<file path="src/hdl/pwm_fault_pkg.sv">
package pwm_fault_pkg;

  localparam int ADDR_W = 4;
  localparam int DATA_W = 8;

  // Register offsets
  localparam logic [3:0] OFS_FAULT_CONTROL     = 4'h0;
  localparam logic [3:0] OFS_FAULT_STATUS      = 4'h1;
  localparam logic [3:0] OFS_FAULT_ACKNOWLEDGE = 4'h2;
  localparam logic [3:0] OFS_OUTPUT_OVERRIDE   = 4'h3;
  localparam logic [3:0] OFS_PWM_CONTROL       = 4'h4;
  localparam logic [3:0] OFS_DEADTIME_SENSE    = 4'h5;
  localparam logic [3:0] OFS_DISABLE_MAPPING   = 4'h6;
  localparam logic [3:0] OFS_MODULUS           = 4'h7;
  localparam logic [3:0] OFS_DUTY_A            = 4'h8;
  localparam logic [3:0] OFS_DUTY_B            = 4'h9;
  localparam logic [3:0] OFS_DUTY_C            = 4'ha;
  localparam logic [3:0] OFS_DEADTIME          = 4'hb;

  // Field positions
  localparam int OVR_ENABLE_BIT  = 6;
  localparam int CTL_ENABLE_BIT  = 0;
  localparam int CTL_COMP_BIT    = 1;
  localparam int CTL_CENTER_BIT  = 2;

  // Reset values
  localparam logic [7:0] RST_FAULT_CONTROL   = 8'h00;
  localparam logic [7:0] RST_OUTPUT_OVERRIDE = 8'h00;
  localparam logic [7:0] RST_PWM_CONTROL     = 8'h00;
  localparam logic [7:0] RST_DISABLE_MAPPING = 8'hff;
  localparam logic [7:0] RST_MODULUS         = 8'h00;
  localparam logic [7:0] RST_DUTY            = 8'h00;
  localparam logic [7:0] RST_DEADTIME        = 8'h00;

  // Counter step per PWM clock tick, no prescaler
  localparam logic [7:0] COUNT_STEP = 8'h01;

  typedef enum logic {
    count_up   = 1'b0,
    count_down = 1'b1
  } dir_type;

  typedef struct packed {
    logic [ADDR_W-1:0] addr;
    logic [DATA_W-1:0] wdata;
    logic              wr;
    logic              rd;
  } reg_req_type;

  typedef struct packed {
    logic [3:0]      fsync1;
    logic [3:0]      fsync2;
    logic [3:0]      fprev;
    logic [2:0]      ssync1;
    logic [2:0]      ssync2;
    logic [3:0]      fmode;
    logic [3:0]      firq_en;
    logic [3:0]      flag;
    logic [3:0]      auto_hold;
    logic            manual_output_enable;
    logic [5:0]      level;
    logic            enable;
    logic            comp;
    logic            center;
    logic [7:0]      disable_mapping;
    logic            disable_mapping_locked;
    logic [7:0]      modulus;
    logic [7:0]      deadtime;
    logic [2:0][7:0] duty;
    logic [7:0]      cnt;
    dir_type         dir;
    logic [5:0]      out_q;
    logic [5:0][7:0] dt_cnt;
    logic [5:0]      dt_sense;
    logic [5:0]      pin;
    logic [5:0]      pin_oe;
    logic            irq;
    logic [7:0]      rdata;
  } state_type;

endpackage : pwm_fault_pkg

</file>
<file path="src/hdl/pwm_fault_override.sv">
// Function
// Per-input fault mode: 1 automatic, 0 manual
// Per-input interrupt enable bit
// Faults disable mapped outputs regardless of interrupts
// Status shows present fault input level
// Rising fault edge sets sticky event flag
// Writing 1 to acknowledge clears that flag
// Acknowledge bits always read zero
// Sense bits sampled just before dead-time ends
// Manual enable feeds outputs from level bits
// Generator counter keeps running under manual control
// Clearing manual enable reconnects generator at once
// Even or independent level bits set active
// Complementary odd bit: own level bit while even partner off, else off
// One PWM tick equals one bus cycle
// Center-aligned period is twice modulus ticks
// Edge-aligned period is modulus ticks
// Disable mapping is write-once until reset
// Pins released while disabled unless manual control
// Interrupt request while enabled flag set
// Manual waits for acknowledge; automatic releases at cycle start
`timescale 1ns/1ns

module pwm_fault_override (
  input  wire logic                        ref_clk,
  input  wire logic                        nrst,
  input  wire pwm_fault_pkg::reg_req_type  bus_req,
  output logic [pwm_fault_pkg::DATA_W-1:0] rdata,
  input  wire logic [3:0]                  fault_in,
  input  wire logic                        current_sense_a,
  input  wire logic                        current_sense_b,
  input  wire logic                        current_sense_c,
  output logic                             pwm_out_a_top,
  output logic                             pwm_out_a_bottom,
  output logic                             pwm_out_b_top,
  output logic                             pwm_out_b_bottom,
  output logic                             pwm_out_c_top,
  output logic                             pwm_out_c_bottom,
  output logic                             pwm_oe_a_top,
  output logic                             pwm_oe_a_bottom,
  output logic                             pwm_oe_b_top,
  output logic                             pwm_oe_b_bottom,
  output logic                             pwm_oe_c_top,
  output logic                             pwm_oe_c_bottom,
  output logic                             fault_irq
);

  import pwm_fault_pkg::*;

  state_type  st;
  state_type  next_st;
  logic [3:0] fault_rise;
  logic [3:0] fault_active;
  logic [5:0] want;
  logic [5:0] disabled;
  logic [2:0] gen;
  logic       cycle_start;
  logic       wr_ack;
  logic [7:0] rd_mux;

  always_comb begin
    next_st = st;
    // Pin synchronisers
    next_st.fsync1 = fault_in;
    next_st.fsync2 = st.fsync1;
    next_st.fprev  = st.fsync2;
    next_st.ssync1 = {current_sense_c, current_sense_b, current_sense_a};
    next_st.ssync2 = st.ssync1;
    fault_rise = st.fsync2 & ~st.fprev;
    wr_ack = bus_req.wr && (bus_req.addr == OFS_FAULT_ACKNOWLEDGE);

    // Register writes
    if (bus_req.wr) begin
      case (bus_req.addr)
        OFS_FAULT_CONTROL: begin
          for (int i = 0; i < 4; i++) begin
            next_st.fmode[i]   = bus_req.wdata[2*i];
            next_st.firq_en[i] = bus_req.wdata[2*i+1];
          end
        end
        OFS_OUTPUT_OVERRIDE: begin
          next_st.manual_output_enable = bus_req.wdata[OVR_ENABLE_BIT];
          next_st.level  = bus_req.wdata[5:0];
        end
        OFS_PWM_CONTROL: begin
          next_st.enable = bus_req.wdata[CTL_ENABLE_BIT];
          next_st.comp   = bus_req.wdata[CTL_COMP_BIT];
          next_st.center = bus_req.wdata[CTL_CENTER_BIT];
        end
        OFS_DISABLE_MAPPING: begin
          if (!st.disable_mapping_locked) begin
            next_st.disable_mapping        = bus_req.wdata;
            next_st.disable_mapping_locked = 1'b1;
          end
        end
        OFS_MODULUS: next_st.modulus = bus_req.wdata;
        OFS_DUTY_A:  next_st.duty[0] = bus_req.wdata;
        OFS_DUTY_B:  next_st.duty[1] = bus_req.wdata;
        OFS_DUTY_C:  next_st.duty[2] = bus_req.wdata;
        OFS_DEADTIME: next_st.deadtime = bus_req.wdata;
        default: begin
        end
      endcase
    end

    // Counter, one step per bus cycle
    cycle_start = 1'b0;
    if (!st.enable || st.modulus == 8'h00) begin
      next_st.cnt = 8'h00;
      next_st.dir = count_up;
      cycle_start = 1'b1;
    end else if (st.center) begin
      case (st.dir)
        count_up: begin
          next_st.cnt = st.cnt + COUNT_STEP;
          if (st.cnt == st.modulus - COUNT_STEP) begin
            next_st.dir = count_down;
          end
        end
        count_down: begin
          next_st.cnt = st.cnt - COUNT_STEP;
          if (st.cnt == COUNT_STEP) begin
            next_st.dir = count_up;
            cycle_start = 1'b1;
          end
        end
        default: next_st.dir = count_up;
      endcase
    end else begin
      next_st.dir = count_up;
      if (st.cnt >= st.modulus - COUNT_STEP) begin
        next_st.cnt = 8'h00;
        cycle_start = 1'b1;
      end else begin
        next_st.cnt = st.cnt + COUNT_STEP;
      end
    end

    // Fault flags and hold state
    for (int i = 0; i < 4; i++) begin
      if (wr_ack && bus_req.wdata[i]) begin
        next_st.flag[i] = 1'b0;
      end
      if (fault_rise[i]) begin
        next_st.flag[i] = 1'b1;
      end
      if (st.fsync2[i]) begin
        next_st.auto_hold[i] = 1'b1;
      end else if (cycle_start) begin
        next_st.auto_hold[i] = 1'b0;
      end
      fault_active[i] = st.fmode[i] ? (st.auto_hold[i] | st.fsync2[i])
                                    : (st.flag[i] | st.fsync2[i]);
    end
    disabled = (|fault_active) ? st.disable_mapping[5:0] : 6'h00;

    // Generator compare, keeps running whatever the source
    for (int p = 0; p < 3; p++) begin
      gen[p] = st.cnt < st.duty[p];
    end

    // Source select per pair
    for (int p = 0; p < 3; p++) begin
      if (st.manual_output_enable) begin
        want[2*p] = st.level[2*p];
        if (st.comp) begin
          want[2*p+1] = st.level[2*p+1] & ~st.level[2*p];
        end else begin
          want[2*p+1] = st.level[2*p+1];
        end
      end else begin
        want[2*p]   = gen[p];
        want[2*p+1] = st.comp ? ~gen[p] : gen[p];
      end
    end

    // Dead-time insertion and sense capture
    for (int i = 0; i < 6; i++) begin
      if (!want[i]) begin
        next_st.out_q[i]  = 1'b0;
        next_st.dt_cnt[i] = st.deadtime;
      end else if (!st.out_q[i]) begin
        if (!st.comp || st.dt_cnt[i] == 8'h00) begin
          next_st.out_q[i] = 1'b1;
          if (st.comp) begin
            next_st.dt_sense[i] = st.ssync2[i/2];
          end
        end else begin
          next_st.dt_cnt[i] = st.dt_cnt[i] - COUNT_STEP;
        end
      end
    end

    // Pins
    next_st.pin    = st.out_q & ~disabled;
    next_st.pin_oe = (st.enable || st.manual_output_enable) ? 6'h3f : 6'h00;
    next_st.irq    = |(st.flag & st.firq_en);

    // Read data, valid only the cycle after the strobe
    rd_mux = 8'h00;
    case (bus_req.addr)
      OFS_FAULT_CONTROL: begin
        for (int i = 0; i < 4; i++) begin
          rd_mux[2*i]   = st.fmode[i];
          rd_mux[2*i+1] = st.firq_en[i];
        end
      end
      OFS_FAULT_STATUS: begin
        for (int i = 0; i < 4; i++) begin
          rd_mux[2*i]   = st.flag[i];
          rd_mux[2*i+1] = st.fsync2[i];
        end
      end
      OFS_FAULT_ACKNOWLEDGE: rd_mux = 8'h00;
      OFS_OUTPUT_OVERRIDE: begin
        rd_mux[OVR_ENABLE_BIT] = st.manual_output_enable;
        rd_mux[5:0]            = st.level;
      end
      OFS_PWM_CONTROL: begin
        rd_mux[CTL_ENABLE_BIT] = st.enable;
        rd_mux[CTL_COMP_BIT]   = st.comp;
        rd_mux[CTL_CENTER_BIT] = st.center;
      end
      OFS_DEADTIME_SENSE:  rd_mux[5:0] = st.dt_sense;
      OFS_DISABLE_MAPPING: rd_mux = st.disable_mapping;
      OFS_MODULUS:         rd_mux = st.modulus;
      OFS_DUTY_A:          rd_mux = st.duty[0];
      OFS_DUTY_B:          rd_mux = st.duty[1];
      OFS_DUTY_C:          rd_mux = st.duty[2];
      OFS_DEADTIME:        rd_mux = st.deadtime;
      default:             rd_mux = 8'h00;
    endcase
    next_st.rdata = bus_req.rd ? rd_mux : 8'h00;
  end

  always_ff @(posedge ref_clk) begin
    if (!nrst) begin
      st               <= '0;
      st.fmode         <= RST_FAULT_CONTROL[3:0];
      st.firq_en       <= RST_FAULT_CONTROL[7:4];
      st.manual_output_enable        <= RST_OUTPUT_OVERRIDE[OVR_ENABLE_BIT];
      st.level         <= RST_OUTPUT_OVERRIDE[5:0];
      st.enable        <= RST_PWM_CONTROL[CTL_ENABLE_BIT];
      st.comp          <= RST_PWM_CONTROL[CTL_COMP_BIT];
      st.center        <= RST_PWM_CONTROL[CTL_CENTER_BIT];
      st.disable_mapping        <= RST_DISABLE_MAPPING;
      st.modulus       <= RST_MODULUS;
      st.deadtime      <= RST_DEADTIME;
      st.duty          <= {3{RST_DUTY}};
      st.dir           <= count_up;
    end else begin
      st <= next_st;
    end
  end

  assign rdata            = st.rdata;
  assign pwm_out_a_top    = st.pin[0];
  assign pwm_out_a_bottom = st.pin[1];
  assign pwm_out_b_top    = st.pin[2];
  assign pwm_out_b_bottom = st.pin[3];
  assign pwm_out_c_top    = st.pin[4];
  assign pwm_out_c_bottom = st.pin[5];
  assign pwm_oe_a_top     = st.pin_oe[0];
  assign pwm_oe_a_bottom  = st.pin_oe[1];
  assign pwm_oe_b_top     = st.pin_oe[2];
  assign pwm_oe_b_bottom  = st.pin_oe[3];
  assign pwm_oe_c_top     = st.pin_oe[4];
  assign pwm_oe_c_bottom  = st.pin_oe[5];
  assign fault_irq        = st.irq;

endmodule : pwm_fault_override

</file>
<file path="config.mk">
export PLATFORM = sky130hd
export DESIGN_NAME = pwm_fault_override
export DESIGN_NICKNAME = d
export VERILOG_FILES = /design/src/hdl/pwm_fault_pkg.sv /design/src/hdl/pwm_fault_override.sv
export SDC_FILE = /design/constraint.sdc
export NUM_CORES = 1
export LEC_CHECK = 0
export BUFFER_PORTS_ARGS = -buffer_cell sky130_fd_sc_hd__buf_4
export CAP_MARGIN = 20
export CELL_PAD_IN_SITES_DETAIL_PLACEMENT = 1
export CELL_PAD_IN_SITES_GLOBAL_PLACEMENT = 2
export CORE_MARGIN = 5
export CORE_UTILIZATION = 38
export CTS_CLUSTER_DIAMETER = 150
export DETAILED_ROUTE_END_ITERATION = 10
export GPL_ROUTABILITY_DRIVEN = 0
export GPL_TIMING_DRIVEN = 0
export PLACE_DENSITY = 0.85
export SLEW_MARGIN = 30
export SYNTH_ARGS = -nofsm -noshare
export SYNTH_HDL_FRONTEND = slang
export SYNTH_SLANG_ARGS = --single-unit
</file>
<file path="constraint.sdc">
create_clock -name ref_clk -period 3.2 [get_ports ref_clk]
set_clock_uncertainty 0.1 [all_clocks]
set_input_delay 0.32 -clock ref_clk [delete_from_list [all_inputs] [get_ports ref_clk]]
set_output_delay 0.32 -clock ref_clk [all_outputs]
set_load 0.005 [all_outputs]
</file>
==> results of run 1 <==
## what timing repair did
item / 4_1_cts / 5_1_grt
pin swaps: 0 / 1
gates resized for setup: 1 / 3
setup endpoints to repair: 4 / 8
hold buffers: 6 / 0
endpoints found under the hold margin: 6 / 0
## cells in the final DEF, fill, tap and decap left out, types with 8 or more instances in the layout
master,count
a22oi_1,14
clkbuf_1,41
ha_1,46
xor2_1,14
nand4_1,9
a211oi_1,21
nor2b_1,14
a31oi_1,8
clkbuf_16,17
dfxtp_1,177
nand2b_1,13
o21ai_0,41
and2_1,20
nor3_1,25
buf_2,10
mux2i_1,81
xnor2_1,34
a21oi_1,62
nor4_1,10
inv_1,48
nand4b_1,8
buf_4,46
nand3_1,40
nand2_1,107
nor2_1,136
## worst max path at each step
| stage | to | slack, ns | cells after the start |
|---|---|---|---|
| 4_1_cts | st[151] | 0.09 | 10 |
| 3_3_place_gp | st[151] | -0.02 | 10 |
| 6_report | st[151] | 0.14 | 9 |
| 5_1_grt | st[86] | -0.01 | 9 |
| 3_5_place_dp | st[152] | -0.06 | 10 |
| 2_1_floorplan | st[67] | 0.61 | 8 |
## flip-flops by register name, summed over array words and instances (netlist names)
register and cells:
pwm_out_a_bottom 1, rdata 8, st 151, pwm_out_b_top 1, pwm_out_a_top 1, pwm_out_c_bottom 1
fault_irq 1, pwm_out_c_top 1, pwm_out_b_bottom 1, next_st 11, pwm_oe_c_top 1
## layout make-up
class / count / area [um^2]
well taps: 324 / 405
clock buffers: 17 / 425
repair buffers: 39 / 308
inverters: 48 / 180
multi-input cells: 811 / 5370
clock inverters: 15 / 168
fillers: 2890 / 13600
plain buffers: 74 / 370
flip-flops and latches: 178 / 3560
## metal layers
metal	share of wire (%)	routed length, um	GRT usage [%]
met1	47	14900	30.6
met2	46	14700	36.5
met3	4.6	1480	3.73
met4	2.8	900	7.02
met5	0	0	0
## through the flow
stage | util, % | power, mW | hold slack, ns
after floorplan | - | 2.67 | 0.307
after global placement | 41.5 | 2.83 | 0.314
after detailed placement | 41.5 | 2.84 | 0.323
after CTS | 44.2 | 4.99 | 0.00807
after global routing | 44.2 | 5.14 | 0.00148
final | 44.2 | 4.96 | 0.0182
## kinds of logic after synthesis
| family | count (synthesis) |
|---|---|
| mux | 86 |
| flops | 178 |
| xor+xnor | 48 |
| compound gates | 210 |
| simple gates | 421 |
| buf+inv | 122 |
| fa+ha+maj | 46 |
## power breakdown
part / leakage, nW / total (mW) / internal [mW] / switching [mW]
logic: 2.45 / 0.491 / 0.174 / 0.317
clock network: 0.289 / 2.16 / 1.11 / 1.04
registers: 1.44 / 2.31 / 2.27 / 0.0489
## worst max-delay path: cells and delay by family, from the launching register on
kind	cells	cell delay, ns
buffers and inverters	1	0.14
flip-flops	1	0.50
AO/OA/AOI/OAI	4	1.25
adder cells (fa/ha/maj)	2	0.48
XOR/XNOR	1	0.15
AND/OR/NAND/NOR	1	0.40
==> flow_metrics.py, run 1 <==
metrics = {
    "status": {
        "status": "finished, final reports clean",
    },
    "critical_path": {
        "crit_top_cell": "ha_1",
        "cpMaxStageDelayCell": "a2111oi_4",
        "crit_fanout": 6,
        "reg2reg_slack_ns": 0.14,
        "r2r-start": "st[122]",
        "critPathRequiredTime_ns": 3.48,
        "critical_path.cell_chain": "inv_1 -> ha_1 -> xnor2_1 -> ha_1 -> a2111o_1 -> a2111oi_4 -> a21oi_1 -> nor2_2 -> a21o_1",
        "timing.rr.end": "st[151]",
        "worstSetupStartpoint": "st[122]",
        "critical_path_class": "reg2reg",
        "worstSetupEndpointType": "register",
        "reg2reg_depth": 9,
        "critPathMaxStageDelay_ns": 0.52,
        "worstSetupStartpointType": "register",
        "arrival_ns": 3.34,
    },
    "synthesis": {
        "synth-xor-area-share_pct": 4.44,
        "syn_avg_cell_area_um2": 8.52,
        "synth_edf_count": 0,
        "synth_mux_area_share_pct": 9.28,
        "synth_flop_cell": "dfxtp_1",
        "synth_top_area_cell": "dfxtp_1",
        "syn_area_um2": 9460,
        "synth_top_area_share_pct": 37.7,
        "synthTopCellsByCount": "dfxtp_1 (178), nor2_1 (137), nand2_1 (107), mux2i_1 (81), a21oi_1 (62)",
        "synth_compound_area_share_pct": 15.4,
        "ys_types": 76,
        "seq_area_frac_synth_pct": 37.7,
        "yosys_warnings": 0,
        "ys_seq_elements": 178,
        "synthTopCellsByArea": "dfxtp_1 (38%), mux2i_1 (8.6%), ha_1 (6.1%)",
        "synth_fp_nets": 1180,
        "yosys.area_share.simple_pct": 21.3,
        "synthArstFlopShare_pct": 0,
        "synth_top_family_by_area": "simple AND/OR/NAND/NOR gates",
        "synth_cells": 1111,
        "yosysMostFrequentCell": "dfxtp_1",
        "synth_fa_ha_area_share_pct": 6.08,
    },
    "timing": {
        "finalHoldViolations": 0,
        "max_freq_ghz": 0.327,
        "drv_slew": 0,
        "tightest_slew_ns": 1.01,
        "relSlewSlack_pct": 32.3,
        "setup_ws_ns": 0.143,
        "period_minus_slack_ns": 3.06,
        "post-route-period-util_pct": 95.5,
        "finalSetupTns_ns": 0,
        "setup_viol": 0,
    },
    "clock_network": {
        "cts_root_buf": "clkbuf_16",
        "cts_tree": "done",
        "clk_path_buf_depth": 2,
        "clk_latency_ns": 0.44,
        "cts.sinks": 178,
        "htreeDepth": 4,
        "numCtsBuffers": 17,
        "cts.clk_slew.worst_paths_ns": 0.07,
        "cts_setup_buffers": 0,
    },
    "finish": {
        "stdcell_count": 1506,
        "fin_area_um2": 10800,
        "final_layout_size_suffix_gt1_share_pct": 10.6,
        "diodes": 0,
        "nets": 1238,
        "area_growth_pct": 14.1,
    },
    "worst_hold_path": {
        "hp-start": "current_sense_b",
        "hp-class": "in2reg",
        "holdPathStages": 2,
        "min_to": "next_st[166]",
    },
    "global_routing": {
        "grt_pass1_vias": 8437,
        "grt.total_usage_pct": 22.4,
        "grt_pass1_wl_um": 49700,
        "gr-total-overflow": 0,
        "antenna_found_initial": 0,
        "grt_max_degree": 19,
    },
    "placed_design": {
        "port_buffers": 33,
        "dpl_cell_area_um2": 10100,
        "place_ws_ns": -0.0559,
        "dp.final_hpwl_um": 23800,
        "placed_cells": 1468,
    },
    "detailed_routing": {
        "drt-total-wl_um": 32000,
        "drtPass1Iterations": 5,
        "ant_nets": 0,
        "first_iter_violations": 492,
        "vias_per_cell": 5.57,
        "vias": 8389,
        "drc": 0,
        "wire_per_inst_um": 21.2,
    },
    "floorplanning": {
        "coreArea_um2": 24400,
        "initial_core_util_pct": 38.8,
        "die_w_um": 168,
        "design.die.area_um2": 28200,
        "ios": 44,
        "rows": 57,
        "die_h_um": 168,
    },
    "power": {
        "p_leak_nw": 4.19,
        "peakVddDrop_mv": 0.296,
        "power.density_nw_per_um2": 460,
    },
    "flow_run": {
        "cap_violations": 0,
    },
}
No activity file was read; power rests on OpenSTA's default activity.
==> run 2: changes to the inputs <==
--- a/config.mk
+++ b/config.mk
@@ -10,12 +10,13 @@
 export CELL_PAD_IN_SITES_DETAIL_PLACEMENT = 1
 export CELL_PAD_IN_SITES_GLOBAL_PLACEMENT = 2
 export CORE_MARGIN = 5
-export CORE_UTILIZATION = 38
+export CORE_UTILIZATION = 35
 export CTS_CLUSTER_DIAMETER = 150
 export DETAILED_ROUTE_END_ITERATION = 10
 export GPL_ROUTABILITY_DRIVEN = 0
 export GPL_TIMING_DRIVEN = 0
-export PLACE_DENSITY = 0.85
+export PLACE_DENSITY = 0.83
+export RECOVER_POWER = 50
 export SLEW_MARGIN = 30
 export SYNTH_ARGS = -nofsm -noshare
 export SYNTH_HDL_FRONTEND = slang
==> constraint.sdc (replaced) <==
create_clock -name ref_clk -period 2.8 [get_ports ref_clk]
set_clock_uncertainty 0.1 [all_clocks]
set_input_delay 0.28 -clock ref_clk [delete_from_list [all_inputs] [get_ports ref_clk]]
set_output_delay 0.28 -clock ref_clk [all_outputs]
set_load 0.005 [all_outputs]
==> flow_metrics.py, run 2 (synthesis results as in run 1) <==
metrics = {
    "critical_path": {
        "r2r-start": "st[84]",
        "critical_path_class": "reg2reg",
        "crit_fanout": 10,
        "worstSetupStartpoint": "st[84]",
        "arrival_ns": 2.94,
        "worstSetupStartpointType": "register",
        "critPathRequiredTime_ns": 3.07,
        "worstSetupEndpointType": "register",
    },
    "flow_run": {
        "cap_violations": 0,
    },
    "power": {
        "power.density_nw_per_um2": 511,
        "seqPwrFrac_pct": 47.3,
        "p_clk_share_pct": 42.4,
        "peakVddDrop_mv": 0.324,
        "p_comb_share_pct": 10.3,
        "p_sw_share_pct": 28.8,
        "p_int_mw": 3.98,
        "power_switching_mw": 1.61,
        "p_leak_nw": 4.19,
    },
    "clock_network": {
        "clk_latency_ns": 0.44,
        "cts.sinks": 178,
        "cts.clk_slew.worst_paths_ns": 0.08,
        "htreeDepth": 4,
        "cts_tree": "done",
        "numCtsBuffers": 17,
        "clk_path_buf_depth": 2,
        "cts_root_buf": "clkbuf_16",
    },
    "detailed_routing": {
        "drt-total-wl_um": 32800,
        "first_iter_violations": 660,
        "vias": 8496,
        "vias_per_cell": 5.55,
        "wire_per_inst_um": 21.4,
        "ant_nets": 0,
        "drc": 0,
        "drtPass1Iterations": 5,
    },
    "global_routing": {
        "grt_pass1_vias": 8708,
        "grt_pass1_wl_um": 51000,
        "gr-total-overflow": 0,
        "antenna_found_initial": 0,
        "grt_max_degree": 19,
        "grt.total_usage_pct": 21.3,
    },
    "placed_design": {
        "port_buffers": 33,
        "dp.final_hpwl_um": 23900,
        "dpl_cell_area_um2": 10100,
        "place_ws_ns": -0.466,
    },
    "floorplanning": {
        "ios": 44,
        "design.die.area_um2": 30400,
        "die_h_um": 174,
        "die_w_um": 174,
        "initial_core_util_pct": 35.3,
        "rows": 60,
        "coreArea_um2": 26800,
    },
    "timing": {
        "post-route-period-util_pct": 95.3,
        "tightest_slew_ns": 0.955,
        "setup_viol": 0,
        "rsz0062_at_grt": "true",
        "period_minus_slack_ns": 2.67,
        "relSlewSlack_pct": 36.1,
        "setup_ws_ns": 0.131,
        "finalHoldViolations": 0,
        "drv_slew": 0,
        "max_freq_ghz": 0.375,
    },
    "finish": {
        "layout_commonest_cell": "dfxtp_1",
        "largest_register_ffs": 151,
        "layout_common_cells": "dfxtp_1 (166), nor2_1 (136), nand2_1 (107)",
        "diodes": 0,
        "fin_area_um2": 10900,
        "area_growth_pct": 15.7,
        "largest_register": "st",
        "final_util_pct": 40.8,
        "nets": 1247,
        "final_layout_size_suffix_gt1_share_pct": 12.2,
    },
    "status": {
        "status": "finished, final reports clean",
    },
    "worst_hold_path": {
        "hp-start": "bus_req[0]",
        "hp-class": "in2reg",
    },
}
-- run 2: changes by cell type in the layout (fill, tap and decap cells not counted), moves of 3 or more --
cell,before,now
clkbuf_4,0,20
buf_4,46,31
and2_0,0,14
and2_1,20,6
dfxtp_1,177,166
clkbuf_1,41,48
dfxtp_2,1,7
dfxtp_4,0,5
buf_2,10,6
inv_8,2,5
-- run 2: final cells by class --
cell class | instances | area [um^2]
Inverter | 48 | 180
Fill cell | 3202 | 15900
Clock buffer | 17 | 425
Multi-Input combinational cell | 811 | 5440
Buffer | 74 | 370
Tap cell | 341 | 427
Timing Repair Buffer | 48 | 363
Clock inverter | 15 | 141
Sequential cell | 178 | 3590
-- run 2: critical path, stage by stage, from the launching register on --
cell and delay (ns):
dfxtp_1 0.50, ha_1 0.28, o21ai_0 0.26, a21oi_1 0.20, a311o_1 0.43, a211oi_4 0.38, buf_2 0.27, nand3_1 0.09
o21ai_0 0.09
-- run 2: final timing paths --
path	end	slack [ns]	cells after the start
min reg2reg	next_st[173]	0.34	1
max	st[42]	0.13	8
min	rdata[7]	0.06	3
max reg2reg	st[42]	0.13	8
-- run 2: through the flow --
stage | power [mW] | hold slack, ns | cells | setup TNS, ns
floorplan | 3.05 | 0.304 | 1111 | 0
global placement | 3.24 | 0.317 | 1485 | -10.53
detailed placement | 3.25 | 0.324 | 1485 | -6.19
CTS | 5.63 | 0.0428 | 1527 | 0
global route | 5.80 | 0.0864 | 1532 | -0.0305
finish | 5.59 | 0.0585 | 1532 | 0
-- run 2: per-layer routing --
| layer | track usage [%] | vias to the layer above | wire (um) |
|---|---|---|---|
| met1 | 28.5 | 4235 | 15200 |
| met5 | 0 | - | 0 |
| met2 | 35.9 | 187 | 15700 |
| met4 | 6.96 | 0 | 833 |
| met3 | 2.52 | 42 | 1150 |
| li1 | - | 4032 | - |
-- run 2: power groups by stage --
stage	clock [mW]	combinational, mW	sequential [mW]
6_report	2.37	0.578	2.64
5_1_grt	2.52	0.631	2.65
4_1_cts	2.42	0.565	2.64
3_5_place_dp	0	0.548	2.70
3_3_place_gp	0	0.539	2.70
2_1_floorplan	0	0.370	2.68
-- run 2: repair_timing --
action                                  CTS  global route
gates resized for setup                  14            22
endpoints found under the setup margin   34            38
hold buffers                              7             0
setup buffers                             3             5
endpoints found under the hold margin     7             0
pin swaps                                 3             8
